--- config.mk ---
export PLATFORM = sky130hd
export DESIGN_NAME = bfc_host
export DESIGN_NICKNAME = d
export VERILOG_FILES = /design/src/verilog/bfc_pkg.sv /design/src/verilog/bfc_host.sv /design/src/verilog/bfc_cycle.sv
export SDC_FILE = /design/constraint.sdc
export NUM_CORES = 1
export LEC_CHECK = 0
export BUFFER_PORTS_ARGS = -buffer_cell sky130_fd_sc_hd__buf_2
export CAP_MARGIN = 25
export CELL_PAD_IN_SITES_DETAIL_PLACEMENT = 1
export CELL_PAD_IN_SITES_GLOBAL_PLACEMENT = 1
export CORE_MARGIN = 5
export CORE_UTILIZATION = 48
export CTS_CLUSTER_SIZE = 24
export DETAILED_ROUTE_END_ITERATION = 16
export MAX_ROUTING_LAYER = met4
export PLACE_DENSITY_LB_ADDON = 0.05
export SLEW_MARGIN = 0
export SYNTH_ARGS = -nofsm -noshare
export SYNTH_HDL_FRONTEND = slang
export SYNTH_SLANG_ARGS = --single-unit
--- constraint.sdc ---
create_clock -name mclk -period 4.75 [get_ports mclk]
set_clock_uncertainty 0.05 [all_clocks]
set_input_delay 0.2375 -clock mclk [delete_from_list [all_inputs] [get_ports mclk]]
set_output_delay 0.2375 -clock mclk [all_outputs]
set_load 0.005 [all_outputs]
--- src/verilog/bfc_pkg.sv ---
// Package of constants and types for the block flash host controller.
package bfc_pkg;
  localparam int ADDR_W = 20;
  localparam int DATA_W = 8;
  localparam int BLOCK_SEL_W = 4;
  localparam int CLK_PERIOD_NS = 10;
  localparam int WAKE_READ_NS = 400;
  localparam int WAKE_WRITE_NS = 1000;
  localparam int WAKE_READ_CYC = (WAKE_READ_NS + CLK_PERIOD_NS - 1) / CLK_PERIOD_NS;
  localparam int WAKE_WRITE_CYC = (WAKE_WRITE_NS + CLK_PERIOD_NS - 1) / CLK_PERIOD_NS;
  localparam int STROBE_CYC = 4;
  localparam int SETUP_CYC = 2;
  localparam int HOLD_CYC = 2;
  localparam int READ_CYC = 10;
  localparam int CNT_W = 8;
  localparam logic [7:0] CMD_READ_ARRAY = 8'hFF;
  localparam logic [7:0] CMD_IDENT = 8'h90;
  localparam logic [7:0] CMD_READ_STATUS = 8'h70;
  localparam logic [7:0] CMD_CLEAR_STATUS = 8'h50;
  localparam logic [7:0] CMD_ERASE_SETUP = 8'h20;
  localparam logic [7:0] CMD_CONFIRM = 8'hD0;
  localparam logic [7:0] CMD_SUSPEND = 8'hB0;
  localparam logic [7:0] CMD_WRITE_SETUP = 8'h40;
  localparam logic [7:0] CMD_WRITE_SETUP_ALT = 8'h10;
  localparam logic [19:0] ID_MAKER_ADDR = 20'h00000;
  localparam logic [19:0] ID_DEVICE_ADDR = 20'h00001;
  localparam logic [19:0] BLOCK_OFS_MASK = 20'h0FFFF;

  // Host-level operations requested by the user side.
  typedef enum logic [2:0] {
    BFC_OP_READ = 3'b000,
    BFC_OP_CMD = 3'b001,
    BFC_OP_BYTE_WRITE = 3'b010,
    BFC_OP_ERASE = 3'b011,
    BFC_OP_SUSPEND = 3'b100,
    BFC_OP_RESUME = 3'b101
  } bfc_op_t;

  typedef struct packed {
    bfc_op_t op;
    logic [ADDR_W-1:0] addr;
    logic [DATA_W-1:0] data;
  } bfc_req_t;

  // Flash pin group driven by the host.
  typedef struct packed {
    logic device_select_n;
    logic output_drive_n;
    logic write_strobe_n;
    logic powerdown_reset_n;
    logic [ADDR_W-1:0] addr;
  } bfc_pins_t;
endpackage

--- src/verilog/bfc_host.sv ---
// Host controller that drives a byte-wide block flash through its pins.
`timescale 1ns/1ps
`default_nettype none
module bfc_host #(
  parameter int WAKE_READ_CYCLES = bfc_pkg::WAKE_READ_CYC,
  parameter int WAKE_WRITE_CYCLES = bfc_pkg::WAKE_WRITE_CYC
) (
  // Clock and reset
  input wire logic mclk,
  input wire logic rst_n,
  // User request side
  input wire logic req_valid,
  input wire bfc_pkg::bfc_req_t req,
  output logic req_ready,
  output logic rsp_valid,
  output logic [bfc_pkg::DATA_W-1:0] rsp_data,
  // Powerdown control and device status
  input wire logic sleep_req,
  output logic flash_busy,
  output logic reads_array,
  // Flash pins
  output logic device_select_n,
  output logic output_drive_n,
  output logic write_strobe_n,
  output logic powerdown_reset_n,
  output logic [bfc_pkg::ADDR_W-1:0] flash_addr,
  input wire logic [bfc_pkg::DATA_W-1:0] byte_lines_in,
  output logic [bfc_pkg::DATA_W-1:0] byte_lines_out,
  output logic byte_lines_oe,
  input wire logic ready_busy_n
);
  import bfc_pkg::*;

  typedef enum logic [2:0] {
    BFC_H_SLEEP = 3'b000,
    BFC_H_WAKE = 3'b001,
    BFC_H_IDLE = 3'b010,
    BFC_H_FIRST = 3'b011,
    BFC_H_SECOND = 3'b100,
    BFC_H_REPLY = 3'b101
  } bfc_hstate_t;

  // Pin inputs cross into mclk through two flops before anything reads them.
  logic [DATA_W-1:0] din_meta, din_sync;
  logic rb_meta, rb_sync;
  always_ff @(posedge mclk or negedge rst_n) begin
    if (!rst_n) begin
      din_meta <= '0;
      din_sync <= '0;
      rb_meta <= 1'b1;
      rb_sync <= 1'b1;
    end else begin
      din_meta <= byte_lines_in;
      din_sync <= din_meta;
      rb_meta <= ready_busy_n;
      rb_sync <= rb_meta;
    end
  end

  bfc_hstate_t state, next_state;
  logic [15:0] wake_cnt, next_wake_cnt;
  logic read_ok, next_read_ok;
  bfc_req_t cur, next_cur;
  logic next_req_ready, next_rsp_valid, next_pd_n, next_busy, next_array;
  logic [DATA_W-1:0] next_rsp_data;
  logic cyc_start, cyc_write, cyc_done;
  logic [ADDR_W-1:0] cyc_addr;
  logic [DATA_W-1:0] cyc_wdata, cyc_rdata;
  bfc_pins_t cyc_pins;

  always_comb begin
    next_state = state;
    next_wake_cnt = wake_cnt;
    next_read_ok = read_ok;
    next_cur = cur;
    next_req_ready = 1'b0;
    next_rsp_valid = 1'b0;
    next_rsp_data = rsp_data;
    next_pd_n = powerdown_reset_n;
    next_busy = !rb_sync;
    next_array = reads_array;
    cyc_start = 1'b0;
    cyc_write = 1'b1;
    cyc_addr = cur.addr;
    cyc_wdata = cur.data;
    unique case (state)
      BFC_H_SLEEP: begin
        // Holding powerdown low also aborts any running erase or write.
        next_pd_n = 1'b0;
        if (!sleep_req) begin
          next_pd_n = 1'b1;
          next_wake_cnt = '0;
          next_read_ok = 1'b0;
          next_state = BFC_H_WAKE;
        end
      end
      BFC_H_WAKE: begin
        next_wake_cnt = wake_cnt + 1'b1;
        if (32'(wake_cnt) + 1 >= WAKE_READ_CYCLES) begin
          next_read_ok = 1'b1;
        end
        // Both wake times must have passed, whichever of the two is set longer.
        if (32'(wake_cnt) + 1 >= WAKE_WRITE_CYCLES &&
            (read_ok || 32'(wake_cnt) + 1 >= WAKE_READ_CYCLES)) begin
          next_array = 1'b1;
          next_req_ready = 1'b1;
          next_state = BFC_H_IDLE;
        end
      end
      BFC_H_IDLE: begin
        next_req_ready = 1'b1;
        if (sleep_req) begin
          next_req_ready = 1'b0;
          next_pd_n = 1'b0;
          next_state = BFC_H_SLEEP;
        end else if (req_valid && req_ready) begin
          next_req_ready = 1'b0;
          next_cur = req;
          next_state = BFC_H_FIRST;
        end
      end
      BFC_H_FIRST: begin
        cyc_start = 1'b1;
        unique case (cur.op)
          BFC_OP_READ: cyc_write = 1'b0;
          BFC_OP_CMD: begin
            next_array = (cur.data == CMD_READ_ARRAY);
          end
          BFC_OP_BYTE_WRITE: begin
            cyc_wdata = CMD_WRITE_SETUP;
            next_array = 1'b0;
          end
          BFC_OP_ERASE: begin
            cyc_wdata = CMD_ERASE_SETUP;
            next_array = 1'b0;
          end
          BFC_OP_SUSPEND: cyc_wdata = CMD_SUSPEND;
          BFC_OP_RESUME: cyc_wdata = CMD_CONFIRM;
          default: cyc_start = 1'b0;
        endcase
        // Any other op code is illegal and simply answered with no bus activity.
        next_state = cyc_start ? BFC_H_SECOND : BFC_H_REPLY;
      end
      BFC_H_SECOND: begin
        if (cyc_done) begin
          next_rsp_data = cyc_rdata;
          if (cur.op == BFC_OP_BYTE_WRITE || cur.op == BFC_OP_ERASE) begin
            // Second write carries the data or the erase confirm.
            cyc_start = 1'b1;
            cyc_wdata = (cur.op == BFC_OP_ERASE) ? CMD_CONFIRM : cur.data;
            next_cur.op = BFC_OP_CMD;
            next_cur.data = cyc_wdata;
          end else begin
            next_state = BFC_H_REPLY;
          end
        end
      end
      BFC_H_REPLY: begin
        next_rsp_valid = 1'b1;
        next_req_ready = 1'b1;
        next_state = BFC_H_IDLE;
      end
      default: next_state = BFC_H_SLEEP;
    endcase
  end

  always_ff @(posedge mclk or negedge rst_n) begin
    if (!rst_n) begin
      state <= BFC_H_SLEEP;
      wake_cnt <= '0;
      read_ok <= 1'b0;
      cur <= '0;
      req_ready <= 1'b0;
      rsp_valid <= 1'b0;
      rsp_data <= '0;
      powerdown_reset_n <= 1'b0;
      flash_busy <= 1'b0;
      reads_array <= 1'b0;
    end else begin
      state <= next_state;
      wake_cnt <= next_wake_cnt;
      read_ok <= next_read_ok;
      cur <= next_cur;
      req_ready <= next_req_ready;
      rsp_valid <= next_rsp_valid;
      rsp_data <= next_rsp_data;
      powerdown_reset_n <= next_pd_n;
      flash_busy <= next_busy;
      reads_array <= next_array;
    end
  end

  bfc_cycle u_cycle (
    .mclk(mclk),
    .rst_n(rst_n),
    .start(cyc_start),
    .is_write(cyc_write),
    .addr(cyc_addr),
    .wdata(cyc_wdata),
    .byte_lines_sync(din_sync),
    .done(cyc_done),
    .rdata(cyc_rdata),
    .pins(cyc_pins),
    .byte_lines_out(byte_lines_out),
    .byte_lines_oe(byte_lines_oe)
  );

  assign device_select_n = cyc_pins.device_select_n;
  assign output_drive_n = cyc_pins.output_drive_n;
  assign write_strobe_n = cyc_pins.write_strobe_n;
  assign flash_addr = cyc_pins.addr;
endmodule
`default_nettype wire

--- src/verilog/bfc_cycle.sv ---
// Single asynchronous bus cycle sequencer for the flash pins.
`timescale 1ns/1ps
`default_nettype none
module bfc_cycle (
  // Clock and reset
  input wire logic mclk,
  input wire logic rst_n,
  // Cycle request
  input wire logic start,
  input wire logic is_write,
  input wire logic [bfc_pkg::ADDR_W-1:0] addr,
  input wire logic [bfc_pkg::DATA_W-1:0] wdata,
  input wire logic [bfc_pkg::DATA_W-1:0] byte_lines_sync,
  // Cycle result
  output logic done,
  output logic [bfc_pkg::DATA_W-1:0] rdata,
  output bfc_pkg::bfc_pins_t pins,
  output logic [bfc_pkg::DATA_W-1:0] byte_lines_out,
  output logic byte_lines_oe
);
  import bfc_pkg::*;

  typedef enum logic [1:0] {
    BFC_C_IDLE = 2'b00,
    BFC_C_SETUP = 2'b01,
    BFC_C_ACTIVE = 2'b10,
    BFC_C_HOLD = 2'b11
  } bfc_cstate_t;

  bfc_cstate_t state, next_state;
  logic [CNT_W-1:0] cnt, next_cnt;
  logic wr, next_wr;
  logic next_done;
  logic [DATA_W-1:0] next_rdata, next_out;
  logic next_oe;
  bfc_pins_t next_pins;

  always_comb begin
    next_state = state;
    next_cnt = cnt;
    next_wr = wr;
    next_done = 1'b0;
    next_rdata = rdata;
    next_pins = pins;
    next_out = byte_lines_out;
    next_oe = byte_lines_oe;
    unique case (state)
      BFC_C_IDLE: begin
        if (start) begin
          next_wr = is_write;
          next_pins.addr = addr;
          next_pins.device_select_n = 1'b0;
          next_out = wdata;
          next_oe = is_write;
          next_cnt = CNT_W'(SETUP_CYC);
          next_state = BFC_C_SETUP;
        end
      end
      BFC_C_SETUP: begin
        if (cnt == '0) begin
          // Strobes only fall once address and select have settled.
          if (wr) begin
            next_pins.write_strobe_n = 1'b0;
            next_cnt = CNT_W'(STROBE_CYC);
          end else begin
            next_pins.output_drive_n = 1'b0;
            next_cnt = CNT_W'(READ_CYC);
          end
          next_state = BFC_C_ACTIVE;
        end else begin
          next_cnt = cnt - 1'b1;
        end
      end
      BFC_C_ACTIVE: begin
        if (cnt == '0) begin
          if (!wr) begin
            next_rdata = byte_lines_sync;
          end
          // Address and data stay put across the strobe rise.
          next_pins.write_strobe_n = 1'b1;
          next_pins.output_drive_n = 1'b1;
          next_cnt = CNT_W'(HOLD_CYC);
          next_state = BFC_C_HOLD;
        end else begin
          next_cnt = cnt - 1'b1;
        end
      end
      BFC_C_HOLD: begin
        if (cnt == '0) begin
          next_pins.device_select_n = 1'b1;
          next_oe = 1'b0;
          next_done = 1'b1;
          next_state = BFC_C_IDLE;
        end else begin
          next_cnt = cnt - 1'b1;
        end
      end
    endcase
  end

  always_ff @(posedge mclk or negedge rst_n) begin
    if (!rst_n) begin
      state <= BFC_C_IDLE;
      cnt <= '0;
      wr <= 1'b0;
      done <= 1'b0;
      rdata <= '0;
      pins <= '{device_select_n: 1'b1, output_drive_n: 1'b1, write_strobe_n: 1'b1,
                powerdown_reset_n: 1'b1, addr: '0};
      byte_lines_out <= '0;
      byte_lines_oe <= 1'b0;
    end else begin
      state <= next_state;
      cnt <= next_cnt;
      wr <= next_wr;
      done <= next_done;
      rdata <= next_rdata;
      pins <= next_pins;
      byte_lines_out <= next_out;
      byte_lines_oe <= next_oe;
    end
  end
endmodule
`default_nettype wire

==> impl_metrics.toml, run 1 <==
[timing]
worstMarginPinSlew_ps = 836
post-route-period-util_pct = 59.1
relSlewSlack_pct = 44.2
max_freq_mhz = 356
setup-violations-final = 0
hold_viol_final = 0
maxSlewViolCount = 0
fin_crit_ps = 2810
rsz0062_at_grt = "no"
setup_tns_ps = 0

[grt]
antenna_found_initial = 1
grt-ovfl-total = 0
grt_pass1_vias = 5027
grtUsageTotal_pct = 24.6
grt_max_degree = 63
grt_pass1_wl_microns = 27100

[route]
first_iter_violations = 210
drc_errors = 0
drt_wl_total_microns = 16300
ant_nets = 0
wl_per_cell_microns = 19.7
via_per_inst = 5.59
via_count = 4604
firstDrtPassIters = 4

[finish]
final-seq-area_sq_um = 3330
final_cell_area_sq_um = 7320
drive_above_1_share_pct = 27.7
stdcell_count = 824
final_cell_mix = "128 x dfrtp_1, 87 x buf_2, 85 x nand2_1, 50 x mux2_2, 44 x o21ai_0"
area_growth_pct = 24.3
layout_commonest_cell = "dfrtp_1"
multi_input_area_sq_um = 2370
nFillCells = 1292
num-nets-final = 718

[floorplan]
io_pins = 89
die_w_microns = 121
fp.dieArea_sq_um = 14600
die_h_microns = 121
num_rows = 40
start_util_pct = 49.0
core-area_sq_um = 12000

[yosys]
synth_seq_cells = 133
synthCells = 547
ys_seq_area_share_pct = 56.6
netlist_area_sq_um = 5890
synth_top_area_share_pct = 54.4
synthTopCellsByArea = "dfrtp_1 54%, mux2_2 9.6%, nand2_1 5.4%, o21ai_0 3.7%, a21oi_1 2.5%"
ys_warn_count = 0
synth_edf_count = 0
synth_area_per_cell_sq_um = 10.8
synthFlopType = "dfrtp_1"
synth_nets = 602
synthArstFlopShare_pct = 100
yosys.area.top_type = "dfrtp_1"
yosys.cell_types.count = 58

[clocking]
h-tree-depth = 4
cts_buffer_depth = 2
cts_tree = "done"
clk_pin_slew_ps = 50
cts_sinks = 133
cts_inserted_buffers = 17
post_cts_resize_count = 0
cts-root-buf = "clkbuf_16"
clk_latency_ps = 420

[placement]
dp_hpwl_microns = 10300
io_buffers = 88
place_area_sq_um = 6440
dp_cells = 759
place_congestion = 0.832

[critical_path]
required_ps = 5000
crit_slowest_cell = "nor4b_4"
crit_path_max_fanout = 11
r2r_cells = 7
cp-end-kind = "register"
path_cells = "inv_1 -> ha_1 -> or3b_1 -> nor4b_4 -> a21o_1 -> nor2_1 -> mux2_2"
cp-startpoint = "u_cycle.cnt[0]"
path_class = "reg -> reg"
reg2reg_from = "u_cycle.cnt[0]"
critical_path_arrival_ps = 3060
critPathMaxStageDelay_ps = 590
cp-start-kind = "register"

[min_path]
hp-class = "in -> reg"
min_path_cells = 2
min_from = "req[9]"

[pwr]
leakage_nw = 3.58
powerDensity_nw_per_um2 = 601
ir_worst_vdd_uv = 358

[flow_run]
max-cap-violations = 0

[outcome]
status = "completed"
-- logic make-up after synthesis --
| logic type | share of synthesized area (%) |
|---|---|
| buffers and inverters | 3.21 |
| muxes | 10.4 |
| and+or+nand+nor | 14.9 |
| xor gates and xnor gates | 0.892 |
| DFF | 56.6 |
| AOI/OAI and AO/OA | 11.6 |
| adders and majority gates | 2.34 |
-- Yosys cell counts, types with 2 or more instances --
| cell type | n |
|---|---|
| a211o_1 | 2 |
| a211oi_1 | 2 |
| a21o_1 | 4 |
| a21oi_1 | 29 |
| a22o_1 | 5 |
| a311oi_1 | 2 |
| a31oi_1 | 4 |
| and3_1 | 5 |
| and4_1 | 2 |
| buf_2 | 4 |
| buf_6 | 2 |
| clkbuf_1 | 21 |
| dfrtp_1 | 128 |
| dfstp_2 | 5 |
| ha_1 | 11 |
| inv_1 | 16 |
| mux2_2 | 50 |
| mux2i_1 | 5 |
| nand2_1 | 85 |
| nand2b_1 | 2 |
| nand3_1 | 10 |
| nand3b_1 | 3 |
| nand4_1 | 5 |
| nor2_1 | 35 |
| nor3_1 | 13 |
| nor3_2 | 2 |
| nor3b_1 | 2 |
| nor4_1 | 7 |
| o211ai_1 | 3 |
| o21ai_0 | 44 |
| o21bai_1 | 2 |
| o22ai_1 | 5 |
| o2bb2ai_1 | 2 |
| or3_1 | 2 |
| xnor2_1 | 5 |
-- metrics by stage --
step	setup slack [ps]	hold slack, ps	total power, mW	util (%)
4_1_cts	1950	1.45	4.42	60.9
3_3_place_gp	2060	282	3.00	53.5
3_5_place_dp	1970	286	3.10	53.6
2_1_floorplan	2320	-108	2.62	-
5_1_grt	1760	9.44	4.70	61.0
6_report	1940	24.2	4.40	61.0
-- area by class of cell --
cell class | instances | share of cell area [%]
Tap cell | 147 | 2.51
Clock buffer | 22 | 6.34
Inverter | 17 | 0.871
Clock inverter | 10 | 1.37
Timing Repair Buffer | 125 | 10.9
Antenna cell | 1 | 0.0342
Sequential cell | 133 | 45.5
Multi-Input combinational cell | 369 | 32.4
-- worst max-delay path, delay by kind of cell, from the launching register on --
kind,cells,cell delay [ps]
AND/OR/NAND/NOR,3,1220
AO/OA/AOI/OAI,1,430
adder cells (fa/ha/maj),1,230
buffers and inverters,1,100
multiplexers,1,290
flip-flops,1,370
-- final timing paths --
| check | endpoint | slack, ps |
|---|---|---|
| worst max register to register | u_cycle.cnt[0] | 1940 |
| worst min-delay path | cyc_addr[1] | 20 |
| worst max-delay path | u_cycle.cnt[0] | 1940 |
| worst min register to register | din_sync[5] | 300 |
| min in group asynchronous | wake_cnt[14] | 400 |
| max in group asynchronous | rb_sync | 3210 |
-- where the power goes --
group / total (mW) / switching, mW / internal (mW)
clock network: 1.25 / 0.500 / 0.751
registers: 1.77 / 0.298 / 1.47
logic: 1.38 / 0.771 / 0.607
total: 4.40 / 1.57 / 2.83
-- what timing repair did --
action	in CTS	in global routing
setup buffers	0	0
endpoints found under the hold margin	91	0
hold buffers	32	0
setup endpoints to repair	0	0
-- routing by layer --
layer | track usage (%) | up-vias | wire length, microns
li1 | - | 2148 | -
met1 | 27.5 | 2327 | 6590
met2 | 42.5 | 94 | 8730
met3 | 6.59 | 35 | 597
met4 | 8.71 | 0 | 335
met5 | - | - | 0
-- flip-flops by register name, indices dropped and copies added, names as in the netlist, 2 cells and up --
signal and count:
u_cycle.byte_lines_out 8, u_cycle.pins 23, cyc_addr 20, state 3
wake_cnt 16, din_sync 8, din_meta 8, u_cycle.state 2
cur 11, u_cycle.rdata 8, rsp_data 8, u_cycle.cnt 8
Note: power is estimated with default switching activity, not from simulation.
==> run 2, diff against run 1 <==
CORE_UTILIZATION = 45   (was 48)
clock period = 2.75 ns   (was 4.75 ns; I/O delays follow)
==> run 2 against run 1 <==
Against the previous run:
- count of clock-buffer cells in the layout decreased by 4
- design area grew 3.9%
- clock power grew 99%
- largest power group unchanged
==> impl_metrics.toml, run 2 (synthesis gave the netlist of run 1 again) <==
[outcome]
status = "completed"

[finish]
area_growth_pct = 29.1
multi_input_area_sq_um = 2370
stdcell_count = 863
final_core_util_pct = 59.8
n_antenna_cell = 0
drive_above_1_share_pct = 28.2
top_register = "u_cycle.pins"
final-seq-area_sq_um = 3330
nFillCells = 1391
largest_reg_flops = 23
num-nets-final = 733
layout_commonest_cell = "dfrtp_1"
final_cell_mix = "128 x dfrtp_1, 87 x buf_2, 85 x nand2_1, 50 x mux2_2, 44 x o21ai_0"
final_cell_area_sq_um = 7610

[critical_path]
crit_family = "simple AND/OR/NAND/NOR gates"
path_buf_inv = 3
path_cells = "inv_1 -> ha_1 -> or3b_1 -> nor4b_4 -> buf_4 -> inv_2 -> a21oi_1 -> o2bb2ai_1 -> a22o_2"
crit_slowest_cell = "or3b_1"
critPathMaxStageDelay_ps = 470
required_ps = 3000
cp-end-kind = "register"
r2r_cells = 9
cp-start-kind = "register"
crit_path_max_fanout = 9
r2r_end = "u_cycle.cnt[2]"
path_class = "reg -> reg"
reg2reg_from = "u_cycle.cnt[0]"
r2r_slack_ps = 330
critical_path_arrival_ps = 2670

[min_path]
min_path_cells = 4
min_to = "req_ready"
min_from = "req_valid"
hp-class = "in -> reg"

[timing]
worstMarginPinSlew_ps = 853
maxSlewViolCount = 0
max_freq_mhz = 413
post-route-period-util_pct = 88.1
setup-violations-final = 0
hold_ws_ps = 155
hold_viol_final = 0
relSlewSlack_pct = 43.1
setup_tns_ps = 0
rsz0062_at_grt = "no"
fin_crit_ps = 2420
worst_slack_ps = 327

[flow_run]
max-cap-violations = 0

[clocking]
cts_sinks = 133
cts_buffer_depth = 2
cts_inserted_buffers = 17
cts-root-buf = "clkbuf_16"
clk_latency_ps = 410
h-tree-depth = 4
cts_tree = "done"
postCtsSetupRepairBufs = 0
clk_pin_slew_ps = 60

[placement]
dp_hpwl_microns = 9660
dp_cells = 789
io_buffers = 88
preCtsSetupSlack_ps = 377
place_congestion = 0.829
place_area_sq_um = 6530

[route]
drt_wl_total_microns = 15300
wl_per_cell_microns = 17.7
via_per_inst = 5.31
ant_nets = 0
firstDrtPassIters = 4
via_count = 4581
first_iter_violations = 231
drc_errors = 0

[grt]
grt_pass1_vias = 5165
grt_max_degree = 63
grt_pass1_wl_microns = 25800
grt-ovfl-total = 0
grtUsageTotal_pct = 21.0
antenna_found_initial = 0

[pwr]
ir_worst_vdd_uv = 718
powerDensity_nw_per_um2 = 1040
p_total_mw = 7.91
leakage_nw = 3.71

[floorplan]
die_w_microns = 124
start_util_pct = 46.3
core-area_sq_um = 12700
die_h_microns = 124
io_pins = 89
num_rows = 41
fp.dieArea_sq_um = 15500
## run 2: what timing repair did
action / in CTS / in global routing
endpoints found under the hold margin: 89 / 0
resized for setup: 0 / 0
hold buffers: 42 / 0
## run 2: worst max path at each step
stage / to / slack, ps / startpoint / cells past startpoint
4_1_cts: u_cycle.cnt[2] / 350 / u_cycle.cnt[0] / 9
6_report: u_cycle.cnt[2] / 330 / u_cycle.cnt[0] / 9
3_3_place_gp: u_cycle.cnt[1] / 450 / u_cycle.cnt[0] / 9
5_1_grt: u_cycle.state[0] / 190 / u_cycle.cnt[1] / 9
2_1_floorplan: u_cycle.cnt[1] / 320 / u_cycle.cnt[0] / 8
3_5_place_dp: u_cycle.cnt[2] / 380 / u_cycle.cnt[0] / 9
## run 2: metal layers
layer	share of wire, %	global-route usage [%]
met3	3.4	4.67
met1	41	24.1
met2	53	36.7
met4	1.9	6.32
met5	0	-
## run 2: power by group
part           total (mW)  leakage (nW)  internal (mW)  switching, mW
clock network        2.49         0.318           1.58          0.917
registers            3.03          1.70           2.54          0.488
logic                2.38          1.70           1.08           1.30
## run 2: worst reg2reg max path, stage by stage (launching register included)
cell and delay [ps]:
dfrtp_1 380, inv_1 90, ha_1 200, or3b_1 470, nor4b_4 280, buf_4 230, inv_2 80, a21oi_1 210
o2bb2ai_1 90, a22o_2 230
## run 2: final cells by class
class,count,area share (%)
sequential,133,43.8
multi-input combinational,369,31.2
timing repair buffer,140,12.7
clock buffer,18,5.77
tap,172,2.83
clock inverter,14,2.81
inverter,17,0.839
